[src/rxcfg_regs.vh]
// Register map, field positions, reset values and timing counts
// Assumes includers define no macros with the RXCFG_ prefix
//
// How it works
// Guard unit select 0: each guard step is 16 carrier periods
// Guard unit select 1: each guard step is half a data bit
// After transmit end, receiver inputs ignored for guard field steps
// Upper nibble of threshold register sets decoder minimum level
// Lower nibble of threshold register sets phase detector minimum level
// Input register bit 7: 0 fully differential, 1 single pin
// Input register bit 6: 0 normal converter, 1 card detect mode
// Bits 5..4 pick signal source: idle, analog, envelope, generic
// Collision flagged only at 1/8, 1/4 or 1/2 of signal strength
// Collision threshold code 3 switches collision detection off
// Software writes zero to analog register trim bits 7..6
// Analog register bits 3..2 select one of four high-pass corners
// Analog register bits 1..0 select one of four gain settings
// Reserved bits of input and analog registers read zero
`ifndef RXCFG_REGS_VH
`define RXCFG_REGS_VH

// ----------------------------------------------------------------
// Register offsets
// ----------------------------------------------------------------
`define RXCFG_ADDR_GUARD      8'h36
`define RXCFG_ADDR_THRESH     8'h37
`define RXCFG_ADDR_INPUT      8'h38
`define RXCFG_ADDR_ANALOG     8'h39

// ----------------------------------------------------------------
// Reset values
// ----------------------------------------------------------------
`define RXCFG_RST_GUARD       8'h00
`define RXCFG_RST_THRESH      8'h00
`define RXCFG_RST_INPUT       8'h00
`define RXCFG_RST_ANALOG      8'h00

// ----------------------------------------------------------------
// Field positions
// ----------------------------------------------------------------
`define RXCFG_GUARD_UNIT_BIT  7
`define RXCFG_GUARD_MSB       6
`define RXCFG_GUARD_LSB       0
`define RXCFG_DEC_MSB         7
`define RXCFG_DEC_LSB         4
`define RXCFG_PHASE_MSB       3
`define RXCFG_PHASE_LSB       0
`define RXCFG_SINGLE_BIT      7
`define RXCFG_CONV_BIT        6
`define RXCFG_SRC_MSB         5
`define RXCFG_SRC_LSB         4
`define RXCFG_COLL_MSB        1
`define RXCFG_COLL_LSB        0
`define RXCFG_TRIM_MSB        7
`define RXCFG_TRIM_LSB        6
`define RXCFG_HPCF_MSB        3
`define RXCFG_HPCF_LSB        2
`define RXCFG_GAIN_MSB        1
`define RXCFG_GAIN_LSB        0
`define RXCFG_INPUT_WMASK     8'hf3
`define RXCFG_ANALOG_WMASK    8'hcf

// ----------------------------------------------------------------
// Codes
// ----------------------------------------------------------------
`define RXCFG_SRC_IDLE        2'h0
`define RXCFG_SRC_ANALOG      2'h1
`define RXCFG_SRC_ENVELOPE    2'h2
`define RXCFG_SRC_GENERIC     2'h3
`define RXCFG_COLL_EIGHTH     2'h0
`define RXCFG_COLL_QUARTER    2'h1
`define RXCFG_COLL_HALF       2'h2
`define RXCFG_COLL_OFF        2'h3
`define RXCFG_BAUD_106        3'h4

// ----------------------------------------------------------------
// Timing
// ----------------------------------------------------------------
`define RXCFG_SYS_KHZ         20000
`define RXCFG_CARRIER_KHZ     13560
`define RXCFG_CARR_PER_STEP   16
`define RXCFG_HALF_BIT_106    64

`endif

[src/rxcfg_guard_timer.v]
// Guard countdown after a transmission ends
// Assumes start and unit length come from logic on the same clock
`timescale 1ns/100ps
`default_nettype none

module rxcfg_guard_timer (
	input  wire       i_clk_sys,
	input  wire       i_arst_n,
	input  wire       i_start,
	input  wire [6:0] i_steps,
	input  wire [7:0] i_unit_cycles,
	output wire       o_active
);

	// ------------------------------------------------------------
	// Step and unit counters
	// ------------------------------------------------------------
	reg  [6:0] steps_left;
	reg  [7:0] unit_left;
	wire       unit_done;

	assign unit_done = (unit_left == 8'h01);
	assign o_active  = (steps_left != 7'h00);

	always @(posedge i_clk_sys or negedge i_arst_n) begin
		if (!i_arst_n) begin
			steps_left <= 7'h00;
			unit_left  <= 8'h00;
		end else if (i_start) begin
			steps_left <= i_steps;
			unit_left  <= i_unit_cycles;
		end else if (o_active) begin
			if (unit_done) begin
				steps_left <= steps_left - 7'h01;
				unit_left  <= i_unit_cycles;
			end else begin
				unit_left  <= unit_left - 8'h01;
			end
		end
	end

endmodule // rxcfg_guard_timer

`default_nettype wire

[src/rxcfg_top.v]
// Receiver configuration registers and the logic they steer
// Assumes register port and receive strobes run on i_clk_sys
`timescale 1ns/100ps
`default_nettype none
`include "rxcfg_regs.vh"

module rxcfg_top (
	input  wire       i_clk_sys,
	input  wire       i_arst_n,
	input  wire [7:0] i_reg_addr,
	input  wire [7:0] i_reg_wdata,
	input  wire       i_reg_wr,
	input  wire       i_reg_rd,
	output reg  [7:0] o_reg_rdata,
	input  wire       i_tx_end,
	input  wire [2:0] i_rx_baud,
	input  wire       i_rx_valid,
	output wire       o_rx_valid,
	output wire       o_guard_active,
	input  wire [3:0] i_dec_level,
	input  wire       i_dec_valid,
	output reg        o_dec_valid,
	input  wire [3:0] i_phase_level,
	input  wire       i_phase_valid,
	output reg        o_phase_valid,
	input  wire [7:0] i_sig_strength,
	input  wire [7:0] i_coll_strength,
	input  wire       i_coll_sample,
	output reg        o_collision,
	output reg  [3:0] o_decoder_min_threshold,
	output reg  [3:0] o_phase_min_threshold,
	output reg        o_rx_single_input,
	output reg        o_converter_op_mode,
	output reg  [3:0] o_signal_source_sel,
	output reg  [1:0] o_collision_threshold,
	output reg  [1:0] o_midref_trim,
	output reg  [1:0] o_hpf_corner_sel,
	output reg  [1:0] o_gain_sel
);

	// ------------------------------------------------------------
	// Functions
	// ------------------------------------------------------------
	// Carrier periods to system cycles, rounded up
	function [7:0] carr_to_cycles;
		input [7:0] carriers;
		reg   [31:0] prod;
		begin
			prod = carriers * `RXCFG_SYS_KHZ + `RXCFG_CARRIER_KHZ - 1;
			prod = prod / `RXCFG_CARRIER_KHZ;
			carr_to_cycles = prod[7:0];
		end
	endfunction

	// One-hot source route from a source code
	function [3:0] src_onehot;
		input [1:0] code;
		begin
			case (code)
				`RXCFG_SRC_IDLE:     src_onehot = 4'h1;
				`RXCFG_SRC_ANALOG:   src_onehot = 4'h2;
				`RXCFG_SRC_ENVELOPE: src_onehot = 4'h4;
				`RXCFG_SRC_GENERIC:  src_onehot = 4'h8;
				default:             src_onehot = 4'h1;
			endcase
		end
	endfunction

	// True when level reaches the minimum
	function at_least;
		input [3:0] level;
		input [3:0] minimum;
		begin
			at_least = (level >= minimum);
		end
	endfunction

	// ------------------------------------------------------------
	// Registers
	// ------------------------------------------------------------
	reg  [7:0] rx_guard_time_cfg;
	reg  [7:0] decoder_threshold_cfg;
	reg  [7:0] receiver_input_cfg;
	reg  [7:0] analog_frontend_cfg;
	reg  [7:0] next_rdata;

	wire wr_guard;
	wire wr_thresh;
	wire wr_input;
	wire wr_analog;

	assign wr_guard  = i_reg_wr && (i_reg_addr == `RXCFG_ADDR_GUARD);
	assign wr_thresh = i_reg_wr && (i_reg_addr == `RXCFG_ADDR_THRESH);
	assign wr_input  = i_reg_wr && (i_reg_addr == `RXCFG_ADDR_INPUT);
	assign wr_analog = i_reg_wr && (i_reg_addr == `RXCFG_ADDR_ANALOG);

	always @(posedge i_clk_sys or negedge i_arst_n) begin
		if (!i_arst_n) begin
			rx_guard_time_cfg     <= `RXCFG_RST_GUARD;
			decoder_threshold_cfg <= `RXCFG_RST_THRESH;
			receiver_input_cfg    <= `RXCFG_RST_INPUT;
			analog_frontend_cfg   <= `RXCFG_RST_ANALOG;
		end else begin
			if (wr_guard) begin
				rx_guard_time_cfg <= i_reg_wdata;
			end
			if (wr_thresh) begin
				decoder_threshold_cfg <= i_reg_wdata;
			end
			if (wr_input) begin
				receiver_input_cfg <= i_reg_wdata & `RXCFG_INPUT_WMASK;
			end
			if (wr_analog) begin
				analog_frontend_cfg <= i_reg_wdata & `RXCFG_ANALOG_WMASK;
			end
		end
	end

	// ------------------------------------------------------------
	// Read path
	// ------------------------------------------------------------
	always @* begin
		case (i_reg_addr)
			`RXCFG_ADDR_GUARD:  next_rdata = rx_guard_time_cfg;
			`RXCFG_ADDR_THRESH: next_rdata = decoder_threshold_cfg;
			`RXCFG_ADDR_INPUT:  next_rdata = receiver_input_cfg;
			`RXCFG_ADDR_ANALOG: next_rdata = analog_frontend_cfg;
			default:            next_rdata = 8'h00;
		endcase
	end

	always @(posedge i_clk_sys or negedge i_arst_n) begin
		if (!i_arst_n) begin
			o_reg_rdata <= 8'h00;
		end else if (i_reg_rd) begin
			o_reg_rdata <= next_rdata;
		end
	end

	// ------------------------------------------------------------
	// Guard unit length
	// ------------------------------------------------------------
	wire       guard_unit_sel;
	wire [6:0] guard_time_field;
	reg  [7:0] half_bit_carriers;
	reg  [7:0] unit_cycles;

	assign guard_unit_sel   = rx_guard_time_cfg[`RXCFG_GUARD_UNIT_BIT];
	assign guard_time_field =
		rx_guard_time_cfg[`RXCFG_GUARD_MSB:`RXCFG_GUARD_LSB];

	// Half bit halves with each doubling of bit rate
	always @* begin
		case (i_rx_baud)
			3'h4:    half_bit_carriers = 8'h40;
			3'h5:    half_bit_carriers = 8'h20;
			3'h6:    half_bit_carriers = 8'h10;
			3'h7:    half_bit_carriers = 8'h08;
			default: half_bit_carriers = 8'h40;
		endcase
	end

	always @(posedge i_clk_sys or negedge i_arst_n) begin
		if (!i_arst_n) begin
			unit_cycles <= 8'h18;
		end else if (guard_unit_sel) begin
			unit_cycles <= carr_to_cycles(half_bit_carriers);
		end else begin
			unit_cycles <= carr_to_cycles(8'h10);
		end
	end

	// ------------------------------------------------------------
	// Guard after transmit
	// ------------------------------------------------------------
	rxcfg_guard_timer u_guard (
		.i_clk_sys     (i_clk_sys),
		.i_arst_n      (i_arst_n),
		.i_start       (i_tx_end),
		.i_steps       (guard_time_field),
		.i_unit_cycles (unit_cycles),
		.o_active      (o_guard_active)
	);

	assign o_rx_valid = i_rx_valid && !o_guard_active;

	// ------------------------------------------------------------
	// Decoder and phase thresholds
	// ------------------------------------------------------------
	wire [3:0] dec_min;
	wire [3:0] phase_min;

	assign dec_min   = decoder_threshold_cfg[`RXCFG_DEC_MSB:`RXCFG_DEC_LSB];
	assign phase_min =
		decoder_threshold_cfg[`RXCFG_PHASE_MSB:`RXCFG_PHASE_LSB];

	always @(posedge i_clk_sys or negedge i_arst_n) begin
		if (!i_arst_n) begin
			o_dec_valid   <= 1'b0;
			o_phase_valid <= 1'b0;
		end else begin
			o_dec_valid   <= i_dec_valid && !o_guard_active &&
				at_least(i_dec_level, dec_min);
			o_phase_valid <= i_phase_valid && !o_guard_active &&
				at_least(i_phase_level, phase_min);
		end
	end

	// ------------------------------------------------------------
	// Collision detection
	// ------------------------------------------------------------
	wire [1:0]  coll_code;
	reg  [10:0] coll_scaled;
	reg         coll_hit;

	assign coll_code = receiver_input_cfg[`RXCFG_COLL_MSB:`RXCFG_COLL_LSB];

	// Collision times 8, 4 or 2 compared against the signal
	always @* begin
		coll_hit = 1'b0;
		case (coll_code)
			`RXCFG_COLL_EIGHTH: begin
				coll_scaled = {i_coll_strength, 3'h0};
				coll_hit    = coll_scaled >= {3'h0, i_sig_strength};
			end
			`RXCFG_COLL_QUARTER: begin
				coll_scaled = {1'b0, i_coll_strength, 2'h0};
				coll_hit    = coll_scaled >= {3'h0, i_sig_strength};
			end
			`RXCFG_COLL_HALF: begin
				coll_scaled = {2'h0, i_coll_strength, 1'b0};
				coll_hit    = coll_scaled >= {3'h0, i_sig_strength};
			end
			`RXCFG_COLL_OFF: begin
				coll_scaled = 11'h000;
				coll_hit    = 1'b0;
			end
			default: begin
				coll_scaled = 11'h000;
				coll_hit    = 1'b0;
			end
		endcase
	end

	always @(posedge i_clk_sys or negedge i_arst_n) begin
		if (!i_arst_n) begin
			o_collision <= 1'b0;
		end else begin
			o_collision <= i_coll_sample && !o_guard_active && coll_hit;
		end
	end

	// ------------------------------------------------------------
	// Static configuration outputs
	// ------------------------------------------------------------
	always @(posedge i_clk_sys or negedge i_arst_n) begin
		if (!i_arst_n) begin
			o_decoder_min_threshold <= 4'h0;
			o_phase_min_threshold   <= 4'h0;
			o_rx_single_input       <= 1'b0;
			o_converter_op_mode     <= 1'b0;
			o_signal_source_sel     <= 4'h1;
			o_collision_threshold   <= 2'h0;
			o_midref_trim           <= 2'h0;
			o_hpf_corner_sel        <= 2'h0;
			o_gain_sel              <= 2'h0;
		end else begin
			o_decoder_min_threshold <= dec_min;
			o_phase_min_threshold   <= phase_min;
			o_rx_single_input       <=
				receiver_input_cfg[`RXCFG_SINGLE_BIT];
			o_converter_op_mode     <=
				receiver_input_cfg[`RXCFG_CONV_BIT];
			o_signal_source_sel     <= src_onehot(
				receiver_input_cfg[`RXCFG_SRC_MSB:`RXCFG_SRC_LSB]);
			o_collision_threshold   <= coll_code;
			o_midref_trim           <=
				analog_frontend_cfg[`RXCFG_TRIM_MSB:`RXCFG_TRIM_LSB];
			o_hpf_corner_sel        <=
				analog_frontend_cfg[`RXCFG_HPCF_MSB:`RXCFG_HPCF_LSB];
			o_gain_sel              <=
				analog_frontend_cfg[`RXCFG_GAIN_MSB:`RXCFG_GAIN_LSB];
		end
	end

endmodule // rxcfg_top

`default_nettype wire

[config.mk]
export PLATFORM = sky130hd
export DESIGN_NAME = rxcfg_top
export DESIGN_NICKNAME = d
export VERILOG_FILES = /design/src/rxcfg_guard_timer.v /design/src/rxcfg_top.v
export VERILOG_INCLUDE_DIRS = /design/src /design/src/src
export SDC_FILE = /design/constraint.sdc
export NUM_CORES = 1
export LEC_CHECK = 0
export ABC_AREA = 1
export BUFFER_PORTS_ARGS = -buffer_cell sky130_fd_sc_hd__buf_4
export CAP_MARGIN = 20
export CORE_MARGIN = 5
export CORE_UTILIZATION = 35
export DETAILED_ROUTE_END_ITERATION = 12
export PLACE_DENSITY = 0.59
export SLEW_MARGIN = 10
export SYNTH_ARGS = -nofsm -noshare
export SYNTH_HDL_FRONTEND = slang
export SYNTH_SLANG_ARGS = --single-unit
[constraint.sdc]
create_clock -name i_clk_sys -period 4.5 [get_ports i_clk_sys]
set_input_delay 0.45 -clock i_clk_sys [delete_from_list [all_inputs] [get_ports i_clk_sys]]
set_output_delay 0.45 -clock i_clk_sys [all_outputs]
set_load 0.005 [all_outputs]
Word level (Yosys, flattened, before mapping). Cells that the tools add are included.

Flip-flop bits (word level): 84. Latch bits: 0. Memory bits (writable): 0. ROM bits: 0. Input port bits: 52. Output and inout bits: 35. Word-level logic and storage cells: 74. Memories: 0.

Add/sub/neg operators: 4. $mul: 1. Div/mod/pow operators: 1. $lt $le $gt $ge: 5. Equality and inequality tests: 14. Shifts and indexed selects: 0. Mux-type cells: 11. Bitwise logic cells: 0. Reductions and logical operators: 18.

Operator list (count): divider 32 x 14 -> 32 bit, second input constant (1); equality test 8 x 6 -> 1 bit, second input constant (4); 2-to-1 mux 8 bit (4); case mux 8 bit (4 select lines) (1); subtractor 24 x 1 -> 25 bit, second input constant (1); adder 23 x 14 -> 24 bit, second input constant (1); 2-to-1 mux 7 bit (3); case mux 7 bit (3 select lines) (1); multiplier 8 x 10 -> 18 bit, second input constant (1); case mux 4 bit (4 select lines) (1); >= comparator 11 x 8 -> 1 bit (1); logical AND 1 bit (11); >= comparator 10 x 8 -> 1 bit (1); equality test 3 bit, second input constant (3); >= comparator 9 x 8 -> 1 bit (1); equality test 2 bit, second input constant (4); equality test 8 x 1 -> 1 bit, second input constant (1); >= comparator 4 bit (2); subtractor 8 x 1 -> 8 bit, second input constant (1); nonzero test 7 bit (1); subtractor 7 x 1 -> 7 bit, second input constant (1); equality test 2 x 1 -> 1 bit, second input constant (2); logical NOT 2 bit (2); case mux 1 bit (4 select lines) (1); other kinds (3) (4).

Longest topological paths before layout.
Depth in word-level cells: 7. Gate-level depth with buffers: 84. Depth with buffers taken out: 81.

Cells and area by module. A second synthesis with hierarchy kept.

Cells, all modules: 1159. Area total of the unflattened synthesis: 8147.8 sq um.

By module, submodules not included: rxcfg_top (times used 1, cells an instance 984, area each 6934.2 sq um, sequential area each 1730.4 sq um); rxcfg_guard_timer (times used 1, cells an instance 175, area each 1213.7 sq um, sequential area each 375.4 sq um).

Least setup slack after synthesis. Ideal clock, no wire load.

Path kind: input to register. Start point: in i_rx_baud[1]. End point: reg unit_cycles[0]. Setup time: 0.121 ns. Data arrival time: 9.115 ns. Data required time: 4.379 ns. Path slack: -4.736 ns. Cell stages on the path: 77. Buffers on the path: 4. Path through: nand3_2 -> buf_1 -> ha_1 -> clkbuf_1 -> nor2_1 -> inv_1 -> ha_1 -> ha_1 -> ha_1 -> ha_1 -> inv_1 -> nor2_1 -> fa_1 -> inv_1 -> nor2_1 -> nand2_1 -> nor2_1 -> xor2_1 -> [41 not listed] -> nand2_1 -> o21ai_4 -> nand3_4 -> buf_6 -> inv_1 -> ha_1 -> inv_1 -> nand2_1 -> o21ai_1 -> nand4_1 -> nand2_1 -> nand2_1 -> nand2_1 -> nand2_1 -> nor2_1 -> nand3_1 -> nor2_1 -> nor2_1.

Word-level cells in the longest chain between the ends: 7. Elaborated cells between the ends (all ways): 9. Those cells by class: add/sub (2); mul (1); div (1); eq/ne (3); mux (2).

Ends and longest elaborated chain: start, declared (RTL line rxcfg_top.v:16) `input wire [2:0] i_rx_baud,`; equality test 3 bit (RTL line rxcfg_top.v:154) `case (i_rx_baud)`; case mux 7 bit (3 select lines) (*) (RTL line rxcfg_top.v:154); multiplier 8 x 10 -> 18 bit (no line) (*); adder 23 x 14 -> 24 bit (no line) (*); subtractor 24 x 1 -> 25 bit (*) (RTL line rxcfg_top.v:49) `` prod = carriers * `RXCFG_SYS_KHZ + `RXCFG_CARRIER_KHZ - 1; ``; divider 32 x 14 -> 32 bit (no line) (*); 2-to-1 mux 8 bit (*) (RTL line rxcfg_top.v:166) `end else if (guard_unit_sel) begin`; end signal, assigned (RTL line rxcfg_top.v:167) `unit_cycles <= carr_to_cycles(half_bit_carriers);`; end signal, assigned (RTL line rxcfg_top.v:169) `unit_cycles <= carr_to_cycles(8'h10);`; end, declared (RTL line rxcfg_top.v:146) `reg [7:0] unit_cycles;`.

Mark *: on every way between the ends. The rest lies on a longest branch, timed or not. A chain may end at the register's enable or synchronous reset.

Worst setup path after layout.
Start point: in i_rx_baud[0]. End point: reg unit_cycles[0].

Same word-level chain as after synthesis.

==> results_dict.tcl <==
set metrics [dict create \
    status "finished with violations" \
    violations "setup timing" \
    yosysTopAreaCell "dfrtp_1" \
    num_vias 8409 \
    r2r_cells 9 \
    synth_warnings 0 \
    slew_headroom_pct 55.5 \
    gp_congestion 0.867 \
    rsz0062_at_grt "yes" \
    dieArea_sq_um 24800 \
    leakagePower_nw 6.04 \
    cp.depth 73 \
    dp_hpwl_mm 17.5 \
    ys_async_sr_fraction_pct 100 \
    tightest_slew_ps 666 \
    vdd_ir_drop_max_v 0.000356 \
    grt-ovfl-total 0 \
    antenna_found_initial 0 \
    finClkSkew_ps 5.31 \
    cap_violations 0 \
    synth_fp_nets 1233 \
    combPwrFrac_pct 75.1 \
    die_h_um 157 \
    switching_share_pct 46.2 \
    syn_area_per_cell_sq_um 6.78 \
    ys.flop_type "dfrtp_1" \
    crit_type "input pin to flip-flop" \
    drive_gt1_share_pct 38.2 \
    cts_buffers 9 \
    pwr-share-clk_pct 11.9 \
    synth.most_common_cell "nand2_1" \
    timing.fmax_mhz 118 \
    final.setup.tns_ps -16830 \
    ys_types 54 \
    synth_area_sq_um 7600 \
    synth-seq-cells 84 \
    slew_viol_final 0 \
    viasPerCell 4.85 \
    area_growth_pct 50.8 \
    hold_viol 0 \
    crit_arrival_ps 8690 \
    grt_start_max_net_pins 85 \
    synth_top_area_share_pct 26.7 \
    cts_tree "built" \
    ctsLongestPathBuffers 2 \
    portBuffers 86 \
    clk-insertion-delay-late_ps 330 \
    cpMostUsedCell "nand2_2" \
    core_region_area_sq_um 21600 \
    crit_fanout 8 \
    drt-pass1-iter-count 7 \
    final_area_sq_um 11500 \
    finalSetupViolCount 6 \
    final_nets 1561 \
    finalCritPeriodShare_pct 188 \
    yosysSeqAreaShare_pct 27.7 \
    dp_slack_ps -4230 \
    wl_per_cell_um 13.7 \
    die_w_um 157 \
    cpLargestDelayFamily "simple AND/OR/NAND/NOR gates" \
    max_stage_delay_ps 550 \
    io_pins 87 \
    synth_edf_count 0 \
    synthTopCellsByArea "dfrtp_1 27%, nand2_1 16%, ha_1 9.7%, inv_1 7.9%, nand3_1 5.4%" \
    nFillCells 2080 \
    detail-route-antenna-nets 0 \
    critical_path_buf_inv_count 13 \
    grt_pass1_vias 8191 \
    route.detailed.drc 0 \
    grtUsageTotal_pct 18.5 \
    start_util_pct 35.2 \
    clockRootBuffer "clkbuf_16" \
    postSynthCellCount 1121 \
    setup_slack_ps -3980 \
    worst_setup_hold_path_clk_slew_ps 60 \
    row_count 54 \
    antenna_cells 0 \
    wl_mm 23.8 \
    cpMaxStageDelayCell "fa_2" \
    cts_hold_buf 0 \
    seqPwrFrac_pct 13.0 \
    power-per-cell-area_nw_per_um2 565 \
    hp-class "input pin to async pin" \
    min_period_ps 8480 \
    p_sw_w 0.00299 \
    holdWs_ps 87.7 \
    postLayoutCoreUtil_pct 53.0 \
    drt-initial-drc-count 496 \
    dpl_cell_area_sq_um 9900 \
    cts_max_level 3 \
    p_int_w 0.00348 \
    clock_sinks 84 \
    end_kind "flip-flop" \
    synthTopCellsByCount "325 x nand2_1, 159 x inv_1, 94 x nor2_1, 82 x nand3_1, 81 x dfrtp_1" \
    start_kind "input pin" \
    cp.required_ps 4710 \
    grt_pass1_wl_mm 38.2 \
]
-- flip-flops by register name, summed over array words and instances, names as in the netlist, 4 cells and up --
name and cells:
decoder_threshold_cfg 8, u_guard.unit_left 8, o_phase_min_threshold 4, receiver_input_cfg 6
u_guard.steps_left 7, analog_frontend_cfg 6, unit_cycles 8, o_signal_source_sel 4
o_reg_rdata 8, rx_guard_time_cfg 8, o_decoder_min_threshold 4
-- layout make-up --
type                    count  area [sq um]  share of cell area (%)
clock buffers              12           236                    2.06
clock inverters             4          73.8                   0.644
inverters                 180           701                    6.11
multi-input cells         839          5390                    47.0
flip-flops and latches     84          2110                    18.4
well taps                 280           350                    3.06
repair buffers            335          2610                    22.7
-- worst register-to-register path, stage by stage (launching register included) --
cell and delay (ps):
dfrtp_1 370, inv_1 100, ha_1 220, nand4_1 130
nor2_1 420, inv_1 200, nor2_1 480, clkinv_1 400
o211ai_1 180, o21ai_0 110
-- placed cells by master, fill, tap and decap left out, drive strengths merged, types with 17 or more instances in the layout --
| cell type | Yosys | routed |
|---|---|---|
| nand2 | 351 | 351 |
| buf | 9 | 335 |
| inv | 177 | 176 |
| nor2 | 110 | 110 |
| nand3 | 96 | 96 |
| dfrtp | 81 | 81 |
| o21ai | 66 | 66 |
| ha | 59 | 59 |
| nand4 | 31 | 32 |
| a21oi | 27 | 27 |
| xor2 | 17 | 17 |
-- what timing repair did --
item | 4_1_cts | 5_1_grt
resized for setup | 26 | 121
cloned | 2 | 0
endpoints found under the setup margin | 5 | 6
pin swaps | 23 | 68
setup buffers | 67 | 19
-- path summary, 6_finish.rpt --
| check | startpoint | endpoint | slack [ps] |
|---|---|---|---|
| hold reg to reg | decoder_threshold_cfg[5] | o_decoder_min_threshold[1] | 400 |
| setup / recovery | i_rx_baud[0] | unit_cycles[0] | -3980 |
| min in group i_clk_sys | i_coll_sample | o_collision | 350 |
| hold / removal | i_arst_n | receiver_input_cfg[1] | 90 |
| setup reg to reg | u_guard.steps_left[0] | u_guard.unit_left[6] | 1760 |
| max in group asynchronous | i_arst_n | o_signal_source_sel[0] | 3740 |
-- layer usage --
| metal | GRT usage (%) | up-vias | wire length (um) |
|---|---|---|---|
| met4 | 5.00 | 0 | 469 |
| met3 | 1.35 | 33 | 1020 |
| met2 | 33.0 | 188 | 11600 |
| met1 | 24.2 | 3932 | 10700 |
| li1 | - | 4256 | - |
| met5 | 0 | - | 0 |
-- kinds of logic (layout without fill, tap and decap cells) --
| family | after synthesis | in the layout | share of synthesized area [%] |
|---|---|---|---|
| and+or+nand+nor | 613 | 614 | 37.6 |
| buffers and inverters | 199 | 531 | 10.4 |
| AOI/OAI and AO/OA | 136 | 136 | 11.0 |
| DFF | 84 | 84 | 27.7 |
| adders and majority gates | 60 | 60 | 9.97 |
| xor gates and xnor gates | 29 | 29 | 3.34 |
-- power groups by stage --
stage	Sequential, W	Combinational (W)	Clock, W
finish	0.000841	0.00486	0.000768
global route	0.000848	0.00533	0.000806
CTS	0.000841	0.00405	0.000778
detailed placement	0.000854	0.00379	0
global placement	0.000853	0.00376	0
floorplan	0.000846	0.00244	0
-- metrics by stage --
step / cells / total power [W]
after floorplan: 1121 / 0.00329
after global placement: 1629 / 0.00461
after detailed placement: 1629 / 0.00464
after CTS: 1714 / 0.00567
after global routing: 1734 / 0.00699
final: 1734 / 0.00647
Power figures use the tool's default switching activity.
